### src/logic/hbc_consts.svh
// Constants for the hub bridge command and identification registers
`ifndef HBC_CONSTS_SVH
`define HBC_CONSTS_SVH

// ==========================================================================
// Configuration offsets (byte addresses within function 0 space)
`define HBC_ADDR_W          8
`define HBC_OFF_DEVID       8'h02
`define HBC_OFF_CMD         8'h04
`define HBC_OFF_STATUS      8'h06

// ==========================================================================
// Command register layout
`define HBC_CMD_RESET       16'h0006
`define HBC_CMD_WMASK       16'h0100
`define HBC_CMD_FIXED       16'h0006
`define HBC_CMD_SYSTEM_ERROR_MESSAGE_ENABLE_BIT   8
`define HBC_CMD_FB2B_BIT    9
`define HBC_CMD_STEP_BIT    7
`define HBC_CMD_PARITY_ERROR_RESPONSE_ENABLE_BIT   6
`define HBC_CMD_PAL_BIT     5
`define HBC_CMD_MWI_BIT     4
`define HBC_CMD_SPC_BIT     3
`define HBC_CMD_BME_BIT     2
`define HBC_CMD_MAE_BIT     1
`define HBC_CMD_IO_ACCESS_PERMIT_BIT    0

// ==========================================================================
// Status register layout (the signaled system error flag is the only live bit, the rest read fixed)
`define HBC_STS_SSE_BIT     14
`define HBC_STS_FIXED       16'h0090

// Arbitrary identification value, not tied to any real part
`define HBC_DEVID_VALUE     16'h5a3c

`endif

### src/logic/hbc_pkg.sv
// Types shared by the hub bridge command register block
`default_nettype none
package hbc_pkg;
  typedef logic [15:0] hbc_word_t;
  typedef logic [7:0]  hbc_addr_t;
  // Message sender states, one-hot
  typedef enum logic [1:0] {
    HBC_MSG_IDLE = 2'b01,
    HBC_MSG_SEND = 2'b10
  } hbc_msg_state_t;
endpackage : hbc_pkg
`default_nettype wire

### src/logic/hbc_cmd_regs.sv
// Identification and command registers of the bridge function with error messaging
// Functional notes
// - Fixed identification code, writes ignored
// - Command register at offset four, reset 0006h
// - Fast back-to-back enable fixed zero
// - Bit 8 writable system error message enable
// - Errors signalled only by hub message
// - Message mechanism enabled by either function
// - Stepping bit fixed zero
// - Parity response enable fixed zero
// - Palette snoop fixed zero
// - Write-and-invalidate enable fixed zero
// - Special cycle enable zero, cycles ignored
// - Bus master permit reads one
// - Memory access permit reads one
// - I/O access permit fixed zero
// - Sent message sets status bit fourteen
`timescale 1ns/1ps
`default_nettype none
`include "hbc_consts.svh"
module hbc_cmd_regs
  import hbc_pkg::*;
(
  input  wire logic          core_clk,
  input  wire logic          rst_n,
  input  wire logic          cfg_rd,
  input  wire logic          cfg_wr,
  input  wire hbc_pkg::hbc_addr_t cfg_addr,
  input  wire logic [1:0]    cfg_be,
  input  wire hbc_pkg::hbc_word_t cfg_wdata,
  output var  hbc_pkg::hbc_word_t cfg_rdata,
  output var  logic          cfg_rvalid,
  input  wire logic          func1_serr_enable,
  input  wire logic          error_event,
  output var  logic          serr_msg_req,
  input  wire logic          serr_msg_ack,
  output var  logic          system_error_message_enable,
  output var  logic          msg_mechanism_enable,
  output var  logic          bus_master_permit,
  output var  logic          memory_access_permit,
  output var  logic          io_access_permit,
  output var  logic          special_cycle_accept
);
  import hbc_pkg::*;

  // ==========================================================================
  // Address decode
  logic hit_devid;
  logic hit_cmd;
  logic hit_sts;
  logic cmd_wr_hi;
  logic sts_clear;

  assign hit_devid = (cfg_addr == `HBC_OFF_DEVID);
  assign hit_cmd   = (cfg_addr == `HBC_OFF_CMD);
  assign hit_sts   = (cfg_addr == `HBC_OFF_STATUS);
  // Only the upper byte holds a writable bit, so only its lane matters
  assign cmd_wr_hi = cfg_wr & hit_cmd & cfg_be[1];
  assign sts_clear = cfg_wr & hit_sts & cfg_be[1] & cfg_wdata[`HBC_STS_SSE_BIT];

  // ==========================================================================
  // Command register: one stored bit, the rest constant
  logic system_error_message_enable_q;
  logic system_error_message_enable_d;
  localparam hbc_word_t cmd_reset_val = `HBC_CMD_RESET;

  assign system_error_message_enable_d = cmd_wr_hi ? cfg_wdata[`HBC_CMD_SYSTEM_ERROR_MESSAGE_ENABLE_BIT] : system_error_message_enable_q;

  always_ff @(posedge core_clk)
  begin
    if (!rst_n)
      system_error_message_enable_q <= cmd_reset_val[`HBC_CMD_SYSTEM_ERROR_MESSAGE_ENABLE_BIT];
    else
      system_error_message_enable_q <= system_error_message_enable_d;
  end

  // ==========================================================================
  // Named command fields; all but the enable come from the fixed pattern
  localparam hbc_word_t cmd_fixed_val = `HBC_CMD_FIXED;
  logic cmd_fast_b2b;
  logic cmd_stepping;
  logic cmd_parity_resp;
  logic cmd_palette_snoop;
  logic cmd_write_inval;
  logic cmd_special_cycle;
  logic cmd_bus_master;
  logic cmd_memory_access;
  logic cmd_io_access;

  assign cmd_fast_b2b      = cmd_fixed_val[`HBC_CMD_FB2B_BIT];
  assign cmd_stepping      = cmd_fixed_val[`HBC_CMD_STEP_BIT];
  assign cmd_parity_resp   = cmd_fixed_val[`HBC_CMD_PARITY_ERROR_RESPONSE_ENABLE_BIT];
  assign cmd_palette_snoop = cmd_fixed_val[`HBC_CMD_PAL_BIT];
  assign cmd_write_inval   = cmd_fixed_val[`HBC_CMD_MWI_BIT];
  assign cmd_special_cycle = cmd_fixed_val[`HBC_CMD_SPC_BIT];
  assign cmd_bus_master    = cmd_fixed_val[`HBC_CMD_BME_BIT];
  assign cmd_memory_access = cmd_fixed_val[`HBC_CMD_MAE_BIT];
  assign cmd_io_access     = cmd_fixed_val[`HBC_CMD_IO_ACCESS_PERMIT_BIT];

  // Read value; nothing lands above the fast back-to-back bit, so the reserved top reads zero
  hbc_word_t cmd_value;
  assign cmd_value = ({15'h0000, cmd_fast_b2b}      << `HBC_CMD_FB2B_BIT)
                   | ({15'h0000, system_error_message_enable_q}           << `HBC_CMD_SYSTEM_ERROR_MESSAGE_ENABLE_BIT)
                   | ({15'h0000, cmd_stepping}      << `HBC_CMD_STEP_BIT)
                   | ({15'h0000, cmd_parity_resp}   << `HBC_CMD_PARITY_ERROR_RESPONSE_ENABLE_BIT)
                   | ({15'h0000, cmd_palette_snoop} << `HBC_CMD_PAL_BIT)
                   | ({15'h0000, cmd_write_inval}   << `HBC_CMD_MWI_BIT)
                   | ({15'h0000, cmd_special_cycle} << `HBC_CMD_SPC_BIT)
                   | ({15'h0000, cmd_bus_master}    << `HBC_CMD_BME_BIT)
                   | ({15'h0000, cmd_memory_access} << `HBC_CMD_MAE_BIT)
                   | ({15'h0000, cmd_io_access}     << `HBC_CMD_IO_ACCESS_PERMIT_BIT);

  // ==========================================================================
  // Error message sender; there is no error pin, only a hub message
  hbc_msg_state_t state_q;
  hbc_msg_state_t state_d;
  logic           mech_en;
  logic           fire;
  logic           msg_done;

  assign mech_en  = system_error_message_enable_q | func1_serr_enable;
  // Only function-0 events gated by its own enable start a message
  assign fire     = (state_q == HBC_MSG_IDLE) & error_event & system_error_message_enable_q;
  assign msg_done = (state_q == HBC_MSG_SEND) & serr_msg_ack;

  always_comb
  begin
    case (state_q)
      HBC_MSG_IDLE: state_d = fire ? HBC_MSG_SEND : HBC_MSG_IDLE;
      HBC_MSG_SEND: state_d = serr_msg_ack ? HBC_MSG_IDLE : HBC_MSG_SEND;
      default:      state_d = HBC_MSG_IDLE;
    endcase
  end

  always_ff @(posedge core_clk)
  begin
    if (!rst_n)
      state_q <= HBC_MSG_IDLE;
    else
      state_q <= state_d;
  end

  // ==========================================================================
  // Signaled system error flag, set when the hub acknowledges the message
  logic sse_flag;

  hbc_sticky_flag u_sse_flag (
    .core_clk    (core_clk),
    .rst_n       (rst_n),
    .set_pulse   (msg_done),
    .clear_pulse (sts_clear),
    .flag        (sse_flag)
  );

  hbc_word_t sts_value;
  assign sts_value = `HBC_STS_FIXED | ({15'h0000, sse_flag} << `HBC_STS_SSE_BIT);

  // ==========================================================================
  // Read data mux; unmapped offsets read zero, writes elsewhere are dropped
  hbc_word_t rdata_d;
  assign rdata_d = hit_devid ? `HBC_DEVID_VALUE :
                   hit_cmd   ? cmd_value :
                   hit_sts   ? sts_value : 16'h0000;

  // Registered outputs
  hbc_word_t rdata_q;
  logic      rvalid_q;
  logic      req_q;
  logic      system_error_message_enable_o_q;
  logic      mech_q;

  always_ff @(posedge core_clk)
  begin
    if (!rst_n)
    begin
      rdata_q   <= 16'h0000;
      rvalid_q  <= 1'b0;
      req_q     <= 1'b0;
      system_error_message_enable_o_q <= 1'b0;
      mech_q    <= 1'b0;
    end
    else
    begin
      rdata_q   <= cfg_rd ? rdata_d : 16'h0000;
      rvalid_q  <= cfg_rd;
      req_q     <= (state_d == HBC_MSG_SEND);
      system_error_message_enable_o_q <= system_error_message_enable_q;
      mech_q    <= mech_en;
    end
  end

  // Constant permits, still from flip-flops to keep outputs registered
  logic bme_q;
  logic mae_q;
  logic io_q;
  logic spc_q;
  always_ff @(posedge core_clk)
  begin
    if (!rst_n)
    begin
      bme_q <= 1'b0;
      mae_q <= 1'b0;
      io_q  <= 1'b0;
      spc_q <= 1'b0;
    end
    else
    begin
      bme_q <= cmd_bus_master;
      mae_q <= cmd_memory_access;
      io_q  <= cmd_io_access;
      spc_q <= cmd_special_cycle;
    end
  end

  assign cfg_rdata                   = rdata_q;
  assign cfg_rvalid                  = rvalid_q;
  assign serr_msg_req                = req_q;
  assign system_error_message_enable = system_error_message_enable_o_q;
  assign msg_mechanism_enable        = mech_q;
  assign bus_master_permit           = bme_q;
  assign memory_access_permit        = mae_q;
  assign io_access_permit            = io_q;
  assign special_cycle_accept        = spc_q;
endmodule : hbc_cmd_regs
`default_nettype wire

### src/logic/hbc_sticky_flag.sv
// Sticky event flag, cleared by writing one, set wins over clear
`timescale 1ns/1ps
`default_nettype none
module hbc_sticky_flag
  import hbc_pkg::*;
(
  input  wire logic core_clk,
  input  wire logic rst_n,
  input  wire logic set_pulse,
  input  wire logic clear_pulse,
  output var  logic flag
);
  // ==========================================================================
  // Flag storage
  logic flag_q;
  logic flag_d;

  // Hardware set dominates so an event in the clearing cycle is kept
  assign flag_d = set_pulse | (flag_q & ~clear_pulse);
  assign flag   = flag_q;

  always_ff @(posedge core_clk)
  begin
    if (!rst_n)
      flag_q <= 1'b0;
    else
      flag_q <= flag_d;
  end
endmodule : hbc_sticky_flag
`default_nettype wire

### config.mk
export PLATFORM = sky130hd
export DESIGN_NAME = hbc_cmd_regs
export DESIGN_NICKNAME = d
export VERILOG_FILES = /design/src/logic/hbc_pkg.sv /design/src/logic/hbc_cmd_regs.sv /design/src/logic/hbc_sticky_flag.sv
export VERILOG_INCLUDE_DIRS = /design/src /design/src/logic
export SDC_FILE = /design/constraint.sdc
export NUM_CORES = 1
export LEC_CHECK = 0
export BUFFER_PORTS_ARGS = -buffer_cell sky130_fd_sc_hd__buf_4
export CORE_MARGIN = 1.5
export CORE_UTILIZATION = 40
export DETAILED_ROUTE_END_ITERATION = 8
export PLACE_DENSITY = 0.8
export SETUP_SLACK_MARGIN = 0.15
export SYNTH_ARGS = -nofsm -noshare
export SYNTH_HDL_FRONTEND = slang
export SYNTH_SLANG_ARGS = --single-unit
### constraint.sdc
create_clock -name core_clk -period 1.93 [get_ports core_clk]
set_input_delay 0.2895 -clock core_clk [delete_from_list [all_inputs] [get_ports core_clk]]
set_output_delay 0.2895 -clock core_clk [all_outputs]
set_load 0.01 [all_outputs]
==> results.cfg, run 1 <==
[status]
outcome = completed

[clock_tree]
cts_tree = built
post_cts_resized = 0
numCtsBuffers = 3
holdBufCountCts = 0
clk_latency_ps = 290
path_clk_slew_ps = 90
cts-root-buf = clkbuf_4
postCtsSetupRepairBufs = 0
cts_max_level = 1
cts.path.max_buffers = 2
cts_sinks = 16

[global_route]
grt_usage_pct = 15.0
grt_pass1_vias = 499
grt_pass1_wl_mm = 2.05
antenna_found_initial = 0
grt_max_degree = 10
gr-total-overflow = 0

[floorplanning]
start_util_pct = 44.7
placementRows = 14
io_pins = 57
die_w_um = 45.0
dieArea_um2 = 2020
die_h_um = 45.0
core_um2 = 1580

[detailed_routing]
drtIter0Drc = 7
antenna_left = 0
wire_per_inst_um = 11.6
drcViolationCount = 0
viasPerCell = 4.85
vias = 553
dr.pass1.iters = 4
totalWireLength_mm = 1.32

[worst_setup_path]
reg2reg_depth = 4
crit_arrival_ps = 1480
cp_max_fo = 5
crit_slowest_cell = a2111oi_0
crit_type = flop to flop
worst_ep_required_time_ps = 2090
endpoint_kind = flop
start_kind = flop
path_buf_inv = 1
reg2reg_slack_ps = 620
rr_startpoint = state_q[0]$_SDFF_PN1_
max_stage_delay_ps = 380
r2r_end = u_sse_flag.flag$_SDFF_PN0_
cpLargestDelayFamily = compound AO/OA/AOI/OAI gates
cp_cell_sequence = inv_1 -> ha_1 -> a2111oi_0 -> a41oi_1

[logic_synthesis]
syn_inst = 66
ys_ff_latch = 16
synth_warnings = 0
netlist_area_um2 = 704
yosys.area.top_type = dfxtp_1
yosysSeqAreaShare_pct = 45.5
netlist.area_leader.share_pct = 45.5
synth_edf_count = 0
async_flop_share_pct = 0
ys_top_cells_by_area = dfxtp_1 (45%), buf_4 (13%), nor4b_2 (4.3%)
synth_ff_type = dfxtp_1
ys_types = 26
avgSynthCellArea_um2 = 10.7

[layout]
n_antenna_cell = 0
drive_gt1_share_pct = 44.9
fillers = 136
layout_commonest_cell = buf_4
multi_input_area_um2 = 302
regArea_um2 = 320
area_delta_synth_final_pct = 34.6
fin_nets = 134
mostFrequentLayoutCells = buf_4 (34), dfxtp_1 (16), conb_1 (7), nand2_1 (5), inv_1 (4)
post-route-util_pct = 60.2

[sta]
timing.final.ws_setup_ps = 616
fin_crit_ps = 1310
fmax_mhz = 761
fin_tns_setup_ps = 0
drv_slew = 0
setup_viol = 0
finalHoldViolCount = 0
rsz0062_at_grt = false
finClkSkew_ps = 3.80
min_period_over_period_pct = 68.1

[power_and_ir_drop]
cellLeakagePower_nw = 0.466
power_per_cell_area_nw_per_um2 = 657
vdd_drop_max_mv = 0.320

[min_path]
hold_depth = 1
hold_end = bus_master_permit$_DFF_P_
min_from = rst_n
hp-class = primary input to flop

[place]
gp_congestion = 0.784
portBuffers = 34
dp_hpwl_mm = 1.02
dp_slack_ps = 571

[job]
drv_cap = 0
how the worst max path moves through the flow:
| stage | start | end | slack [ps] | cells past startpoint |
|---|---|---|---|---|
| 4_1_cts | state_q[0]$_SDFF_PN1_ | u_sse_flag.flag$_SDFF_PN0_ | 610 | 4 |
| 6_report | state_q[0]$_SDFF_PN1_ | u_sse_flag.flag$_SDFF_PN0_ | 620 | 4 |
| 3_3_place_gp | cfg_addr[0] | u_sse_flag.flag$_SDFF_PN0_ | 590 | 4 |
| 2_1_floorplan | state_q[0]$_SDFF_PN1_ | u_sse_flag.flag$_SDFF_PN0_ | 730 | 4 |
| 5_1_grt | state_q[0]$_SDFF_PN1_ | u_sse_flag.flag$_SDFF_PN0_ | 480 | 4 |
| 3_5_place_dp | cfg_addr[5] | cfg_rdata[14]$_SDFF_PN0_ | 570 | 4 |
logic make-up after synthesis:
kind of cell | Yosys count | synth area share [%]
and+or+nand+nor | 22 | 22.2
other | 1 | 0.532
adders and majority gates | 2 | 3.55
xor gates and xnor gates | 1 | 1.24
AOI/OAI and AO/OA | 7 | 10.7
DFF | 16 | 45.5
buffers and inverters | 16 | 14.9
muxes | 1 | 1.42
report_power, final:
group / switching, W / internal [W] / total [W] / leakage, nW
sequential: 0.00000111 / 0.000333 / 0.000334 / 0.130
combinational: 0.0000339 / 0.0000349 / 0.0000688 / 0.316
clock: 0.000105 / 0.000115 / 0.000220 / 0.0210
worst reg2reg max path: stages, from the launching register on:
cell and delay (ps):
dfxtp_1 360, inv_1 50, ha_1 240, a2111oi_0 380, a41oi_1 160
cells in the mapped netlist (2+ instances only):
| cell | instances |
|---|---|
| nor2_1 | 2 |
| ha_1 | 2 |
| inv_1 | 4 |
| nand2_1 | 5 |
| nor4_1 | 2 |
| dfxtp_1 | 16 |
| nor4b_2 | 2 |
| buf_4 | 12 |
| nand2b_1 | 3 |
| and2_1 | 2 |
flip-flops by register name, summed over array words and instances (netlist names):
| register | flops |
|---|---|
| serr_msg_req | 1 |
| system_error_message_enable | 1 |
| msg_mechanism_enable | 1 |
| state_q | 2 |
| system_error_message_enable_q | 1 |
| cfg_rdata | 7 |
| u_sse_flag.flag | 1 |
| cfg_rvalid | 1 |
| bus_master_permit | 1 |
per-stage QoR:
stage / hold WS (ps) / std cells / power, W / instance area [um2]
after CTS: 147 / 114 / 0.000632 / 948
final: 154 / 114 / 0.000623 / 948
after detailed placement: 455 / 110 / 0.000411 / 912
after global routing: 145 / 114 / 0.000650 / 948
after floorplan: 317 / 72 / 0.000376 / 727
after global placement: 452 / 110 / 0.000410 / 912
cell type report:
type | count | share of cell area, %
clock buffer | 4 | 3.83
tap | 16 | 2.11
inverter | 4 | 1.58
sequential | 16 | 33.8
timing repair buffer | 34 | 26.9
multi-input combinational | 40 | 31.8
routing by layer:
layer  track usage, %  part of all wire (%)  vias to the layer above
li1                 -                     -                      273
met1             17.2                    39                      246
met2             21.1                    48                       28
met3             4.40                   7.4                        6
met4             15.9                   5.3                        0
met5                0                     0                        -
Power figures use the tool's default switching activity.
==> inputs of run 2 (changes only) <==
--- a/config.mk
+++ b/config.mk
@@ -6,11 +6,12 @@
 export SDC_FILE = /design/constraint.sdc
 export NUM_CORES = 1
 export LEC_CHECK = 0
+export ABC_AREA = 1
 export BUFFER_PORTS_ARGS = -buffer_cell sky130_fd_sc_hd__buf_4
 export CORE_MARGIN = 1.5
-export CORE_UTILIZATION = 40
+export CORE_UTILIZATION = 34
 export DETAILED_ROUTE_END_ITERATION = 8
-export PLACE_DENSITY = 0.8
+export PLACE_DENSITY = 0.72
 export SETUP_SLACK_MARGIN = 0.15
 export SYNTH_ARGS = -nofsm -noshare
 export SYNTH_HDL_FRONTEND = slang
==> constraint.sdc (replaced) <==
create_clock -name core_clk -period 1.07 [get_ports core_clk]
set_input_delay 0.1605 -clock core_clk [delete_from_list [all_inputs] [get_ports core_clk]]
set_output_delay 0.1605 -clock core_clk [all_outputs]
set_load 0.01 [all_outputs]
==> results.cfg, run 2 <==
[status]
outcome = completed

[clock_tree]
cts_sinks = 16
cts.path.max_buffers = 2
numCtsBuffers = 3
clk_latency_ps = 290
path_clk_slew_ps = 100
postCtsSetupRepairBufs = 0
cts-root-buf = clkbuf_4
cts_max_level = 1
cts_tree = built

[sta]
rsz0062_at_grt = true
min_period_over_period_pct = 94.7
finalHoldViolCount = 0
fin_crit_ps = 1010
setup_viol = 0
finClkSkew_ps = 12.3
fin_tns_setup_ps = 0
fmax_mhz = 987
drv_slew = 0

[worst_setup_path]
cpLargestDelayFamily = flip-flops
cp_max_fo = 2
endpoint_kind = flop
crit_start = state_q[1]$_SDFF_PN0_
r2r_end = serr_msg_req$_SDFF_PN0_
crit_type = flop to flop
start_kind = flop
cp_cell_sequence = inv_4 -> ha_4 -> nand3_4 -> a21oi_2 -> nand3_1 -> nor2_1
crit_arrival_ps = 1250
cp.depth = 6
rr_startpoint = state_q[1]$_SDFF_PN0_
reg2reg_depth = 6
endpoint = serr_msg_req$_SDFF_PN0_
reg2reg_slack_ps = 60
path_buf_inv = 1
max_stage_delay_ps = 380
crit_slowest_cell = dfxtp_4
worst_ep_required_time_ps = 1310

[logic_synthesis]
synth_ff_type = dfxtp_1
ys_top_cells_by_area = dfxtp_1 (45%), buf_4 (13%), inv_1 (7.9%)
yosysSeqAreaShare_pct = 45.0
syn_inst = 87
synth_warnings = 0
yosysMostFrequentCell = dfxtp_1
synth_edf_count = 0
async_flop_share_pct = 0
netlist.area_leader.share_pct = 45.0
yosys-top-cells-count = dfxtp_1 (16), inv_1 (15), nand2_1 (13)
ys_types = 19
yosys.area.top_type = dfxtp_1
netlist_area_um2 = 712
ys_ff_latch = 16
avgSynthCellArea_um2 = 8.18

[layout]
mostFrequentLayoutCells = buf_4 (20), buf_6 (14), nand2_1 (13), inv_1 (13), dfxtp_2 (8)
drive_gt1_share_pct = 57.1
layout_commonest_cell = buf_4
fillers = 182
final-instance-count-excl-fill = 146
area_delta_synth_final_pct = 52.9
largest_register_ffs = 7
fin_nets = 155
n_antenna_cell = 0

[place]
placed_cells = 142
dp_hpwl_mm = 1.07
gp_congestion = 0.670
portBuffers = 34

[floorplanning]
dieArea_um2 = 2380
die_h_um = 48.8
io_pins = 57
start_util_pct = 36.3
core_um2 = 1960
die_w_um = 48.8
placementRows = 16

[detailed_routing]
highest_layer = met4
viasPerCell = 4.26
vias = 622
drcViolationCount = 0
wl_met1_um = 534
wire_per_inst_um = 10.8
dr.pass1.iters = 4
drtIter0Drc = 9
antenna_left = 0
wl_met3_um = 96
totalWireLength_mm = 1.58
met2_length_um = 913

[power_and_ir_drop]
power_per_cell_area_nw_per_um2 = 1040
cellLeakagePower_nw = 0.558
vdd_drop_max_mv = 0.694

[global_route]
antenna_found_initial = 0
grt_pass1_vias = 590
grt_max_degree = 10
gr-total-overflow = 0
grt_pass1_wl_mm = 2.52
grt_usage_pct = 14.2

[job]
drv_cap = 0

[min_path]
hp-class = primary input to flop
[run 2: how the worst min path moves through the flow]
stage / end / startpoint / depth (start not counted)
after global placement: bus_master_permit$_DFF_P_ / rst_n / 1
after global routing: bus_master_permit$_DFF_P_ / rst_n / 1
final: bus_master_permit$_DFF_P_ / rst_n / 1
after floorplan: bus_master_permit$_DFF_P_ / rst_n / 0
after detailed placement: bus_master_permit$_DFF_P_ / rst_n / 1
after CTS: bus_master_permit$_DFF_P_ / rst_n / 1
[run 2: timing repair]
action,in CTS,in global routing
hold buffers,0,0
pin swaps,4,4
resized for setup,18,18
endpoints found under the setup margin,10,18
[run 2: kinds of logic (layout without fill, tap and decap cells)]
logic type                 after synthesis  after routing  synth area share [%]
DFF                                     16             16                  45.0
buffers and inverters                   29             55                  21.6
and+or+nand+nor                         34             34                  25.3
adders and majority gates                2              2                  3.51
AOI/OAI and AO/OA                        5              5                  4.04
other                                    1              7                 0.527
[run 2: through the flow]
| step | hold slack, ps | area (um2) | setup WS (ps) | total power [W] | util, % |
|---|---|---|---|---|---|
| final | 25.2 | 1090 | 57.2 | 0.00113 | 55.5 |
| after global routing | 9.69 | 1090 | 0.404 | 0.00119 | 55.5 |
| after CTS | 14.1 | 1040 | 39.1 | 0.00113 | 52.9 |
| after detailed placement | 324 | 935 | 31.4 | 0.000735 | 47.6 |
| after global placement | 321 | 935 | 85.3 | 0.000732 | 47.6 |
| after floorplan | 188 | 736 | 127 | 0.000685 | - |
[run 2: layout make-up]
cell class	instances	area, um2	share of cell area (%)
multi-input combinational	48	307	28.2
timing repair buffer	34	308	28.3
inverter	17	66.3	6.09
clock buffer	4	36.3	3.33
tap	27	33.8	3.10
sequential	16	338	31.0
[run 2: layer usage]
layer | vias to the layer above | GRT usage (%)
met5 | - | 0
met4 | 0 | 8.57
met3 | 4 | 4.32
met2 | 33 | 27.6
met1 | 283 | 12.4
li1 | 302 | -
[run 2: worst reg2reg max path, stage by stage, from the launching register on]
cell	delay, ps
dfxtp_4	380
inv_4	60
ha_4	140
nand3_4	80
a21oi_2	130
nand3_1	90
nor2_1	80
[run 2: power breakdown]
group / internal [W] / switching (W) / total (W)
clock network: 0.000207 / 0.000200 / 0.000407
registers: 0.000597 / 0.00000356 / 0.000601
logic: 0.0000644 / 0.0000609 / 0.000125
total: 0.000869 / 0.000264 / 0.00113
==> inputs of run 3 (changes only) <==
--- a/config.mk
+++ b/config.mk
@@ -11,7 +11,7 @@
 export CORE_MARGIN = 1.5
 export CORE_UTILIZATION = 34
 export DETAILED_ROUTE_END_ITERATION = 8
-export PLACE_DENSITY = 0.72
+export PLACE_DENSITY = 0.74
 export SETUP_SLACK_MARGIN = 0.15
 export SYNTH_ARGS = -nofsm -noshare
 export SYNTH_HDL_FRONTEND = slang
==> results.cfg, run 3 (synthesized netlist as in run 2, its figures left out) <==
[status]
outcome = completed

[global_route]
gr-total-overflow = 0
grt_max_degree = 10
grt_pass1_wl_mm = 2.22
grt_usage_pct = 12.1
antenna_found_initial = 0
grt_pass1_vias = 579

[place]
gp_congestion = 0.742
portBuffers = 34
dp_hpwl_mm = 1.03

[floorplanning]
placementRows = 16
start_util_pct = 36.3
die_h_um = 48.8
dieArea_um2 = 2380
io_pins = 57
die_w_um = 48.8
core_um2 = 1960

[sta]
min_period_over_period_pct = 94.1
fin_tns_setup_ps = 0
rsz0062_at_grt = true
setup_viol = 0
fin_crit_ps = 1010
finalHoldViolCount = 0
finClkSkew_ps = 0.487
fmax_mhz = 993
drv_slew = 0

[detailed_routing]
dr.pass1.iters = 4
antenna_left = 0
totalWireLength_mm = 1.28
drtIter0Drc = 4
viasPerCell = 4.03
drcViolationCount = 0
wire_per_inst_um = 8.78
vias = 588

[min_path]
hp-class = primary input to flop
min_from = rst_n
hold_depth = 1

[clock_tree]
path_clk_slew_ps = 90
cts_tree = built
clk_latency_ps = 270
cts_max_level = 1
holdBufCountCts = 0
numCtsBuffers = 3
cts.path.max_buffers = 2
cts-root-buf = clkbuf_4
cts_sinks = 16

[layout]
largest_register_ffs = 7
layout_commonest_cell = buf_4
n_antenna_cell = 0
drive_gt1_share_pct = 52.9
post-route-util_pct = 54.0
fin_nets = 155
fillers = 187
area_delta_synth_final_pct = 48.9
mostFrequentLayoutCells = buf_4 (27), nand2_1 (13), inv_1 (13), dfxtp_1 (12)

[worst_setup_path]
crit_type = flop to flop
crit_start = state_q[1]$_SDFF_PN0_
reg2reg_depth = 6
crit_slowest_cell = dfxtp_4
rr_startpoint = state_q[1]$_SDFF_PN0_
cp_cell_sequence = inv_4 -> ha_4 -> nand3_4 -> a21oi_2 -> nand3_2 -> nor2_1
endpoint_kind = flop
start_kind = flop
cp_max_fo = 2
crit_arrival_ps = 1230
max_stage_delay_ps = 370
worst_ep_required_time_ps = 1290

[power_and_ir_drop]
cellLeakagePower_nw = 0.551
p_sw_share_pct = 21.1
clkPwrFrac_pct = 34.2
vdd_drop_max_mv = 0.504
p_seq_share_pct = 54.6
power_per_cell_area_nw_per_um2 = 1040
p_int_w = 0.000866
p_comb_share_pct = 11.1
switchingPower_w = 0.000231

[job]
drv_cap = 0
run 3: changes by cell type in the layout (fill, tap and decap cells not counted):
cell	previous run	this run
buf_4	20	27
buf_6	14	7
dfxtp_1	6	12
dfxtp_2	8	2
nand3_1	2	1
nand3_2	2	3
run 3: worst paths after layout:
path / to / slack, ps
max: serr_msg_req$_SDFF_PN0_ / 60
max reg2reg: serr_msg_req$_SDFF_PN0_ / 60
min: bus_master_permit$_DFF_P_ / 50
min reg2reg: u_sse_flag.flag$_SDFF_PN0_ / 470
run 3: area by class of cell:
type | instances | area, um2 | share of cell area (%)
Clock buffer | 4 | 36.3 | 3.42
Tap cell | 27 | 33.8 | 3.19
Multi-Input combinational cell | 48 | 312 | 29.4
Timing Repair Buffer | 34 | 282 | 26.6
Sequential cell | 16 | 330 | 31.2
Inverter | 17 | 66.3 | 6.26
run 3: power groups by stage:
stage / Combinational, W / Sequential, W / Clock, W
after floorplan: 0.0000639 / 0.000621 / 0
after global placement: 0.000115 / 0.000617 / 0
after detailed placement: 0.000117 / 0.000617 / 0
after CTS: 0.000118 / 0.000601 / 0.000386
after global routing: 0.000135 / 0.000601 / 0.000420
final: 0.000122 / 0.000600 / 0.000376
run 3: critical path: cells and delay by family (launching register included):
kind,cells,cell delay [ps]
adders and majority gates,1,140
buffers and inverters,1,60
AOI/OAI and AO/OA,1,150
DFF,1,370
and+or+nand+nor,3,230
run 3: per-layer routing:
metal	share of wire, %	routed length [um]	vias to the layer above	global-route usage, %
met1	37	477	255	11.7
met2	55	702	28	23.5
met5	0	0	-	0
met3	8.0	103	0	4.01
met4	0	0	0	4.29
li1	-	-	305	-
run 3: through the flow:
step	area (um2)	std cells	hold WS, ps	worst slack, ps	total power [W]
after floorplan	736	93	188	127	0.000685
after global placement	935	142	326	87.3	0.000733
after detailed placement	935	142	327	21.6	0.000734
after CTS	1030	146	40.3	36.5	0.00110
after global routing	1060	146	38.9	7.15	0.00116
final	1060	146	48.1	62.9	0.00110
run 3: repair_timing:
| action | 4_1_cts | 5_1_grt |
|---|---|---|
| pin swaps | 4 | 4 |
| resized for setup | 15 | 9 |
| endpoints found under the setup margin | 8 | 10 |
| setup buffers | 0 | 0 |
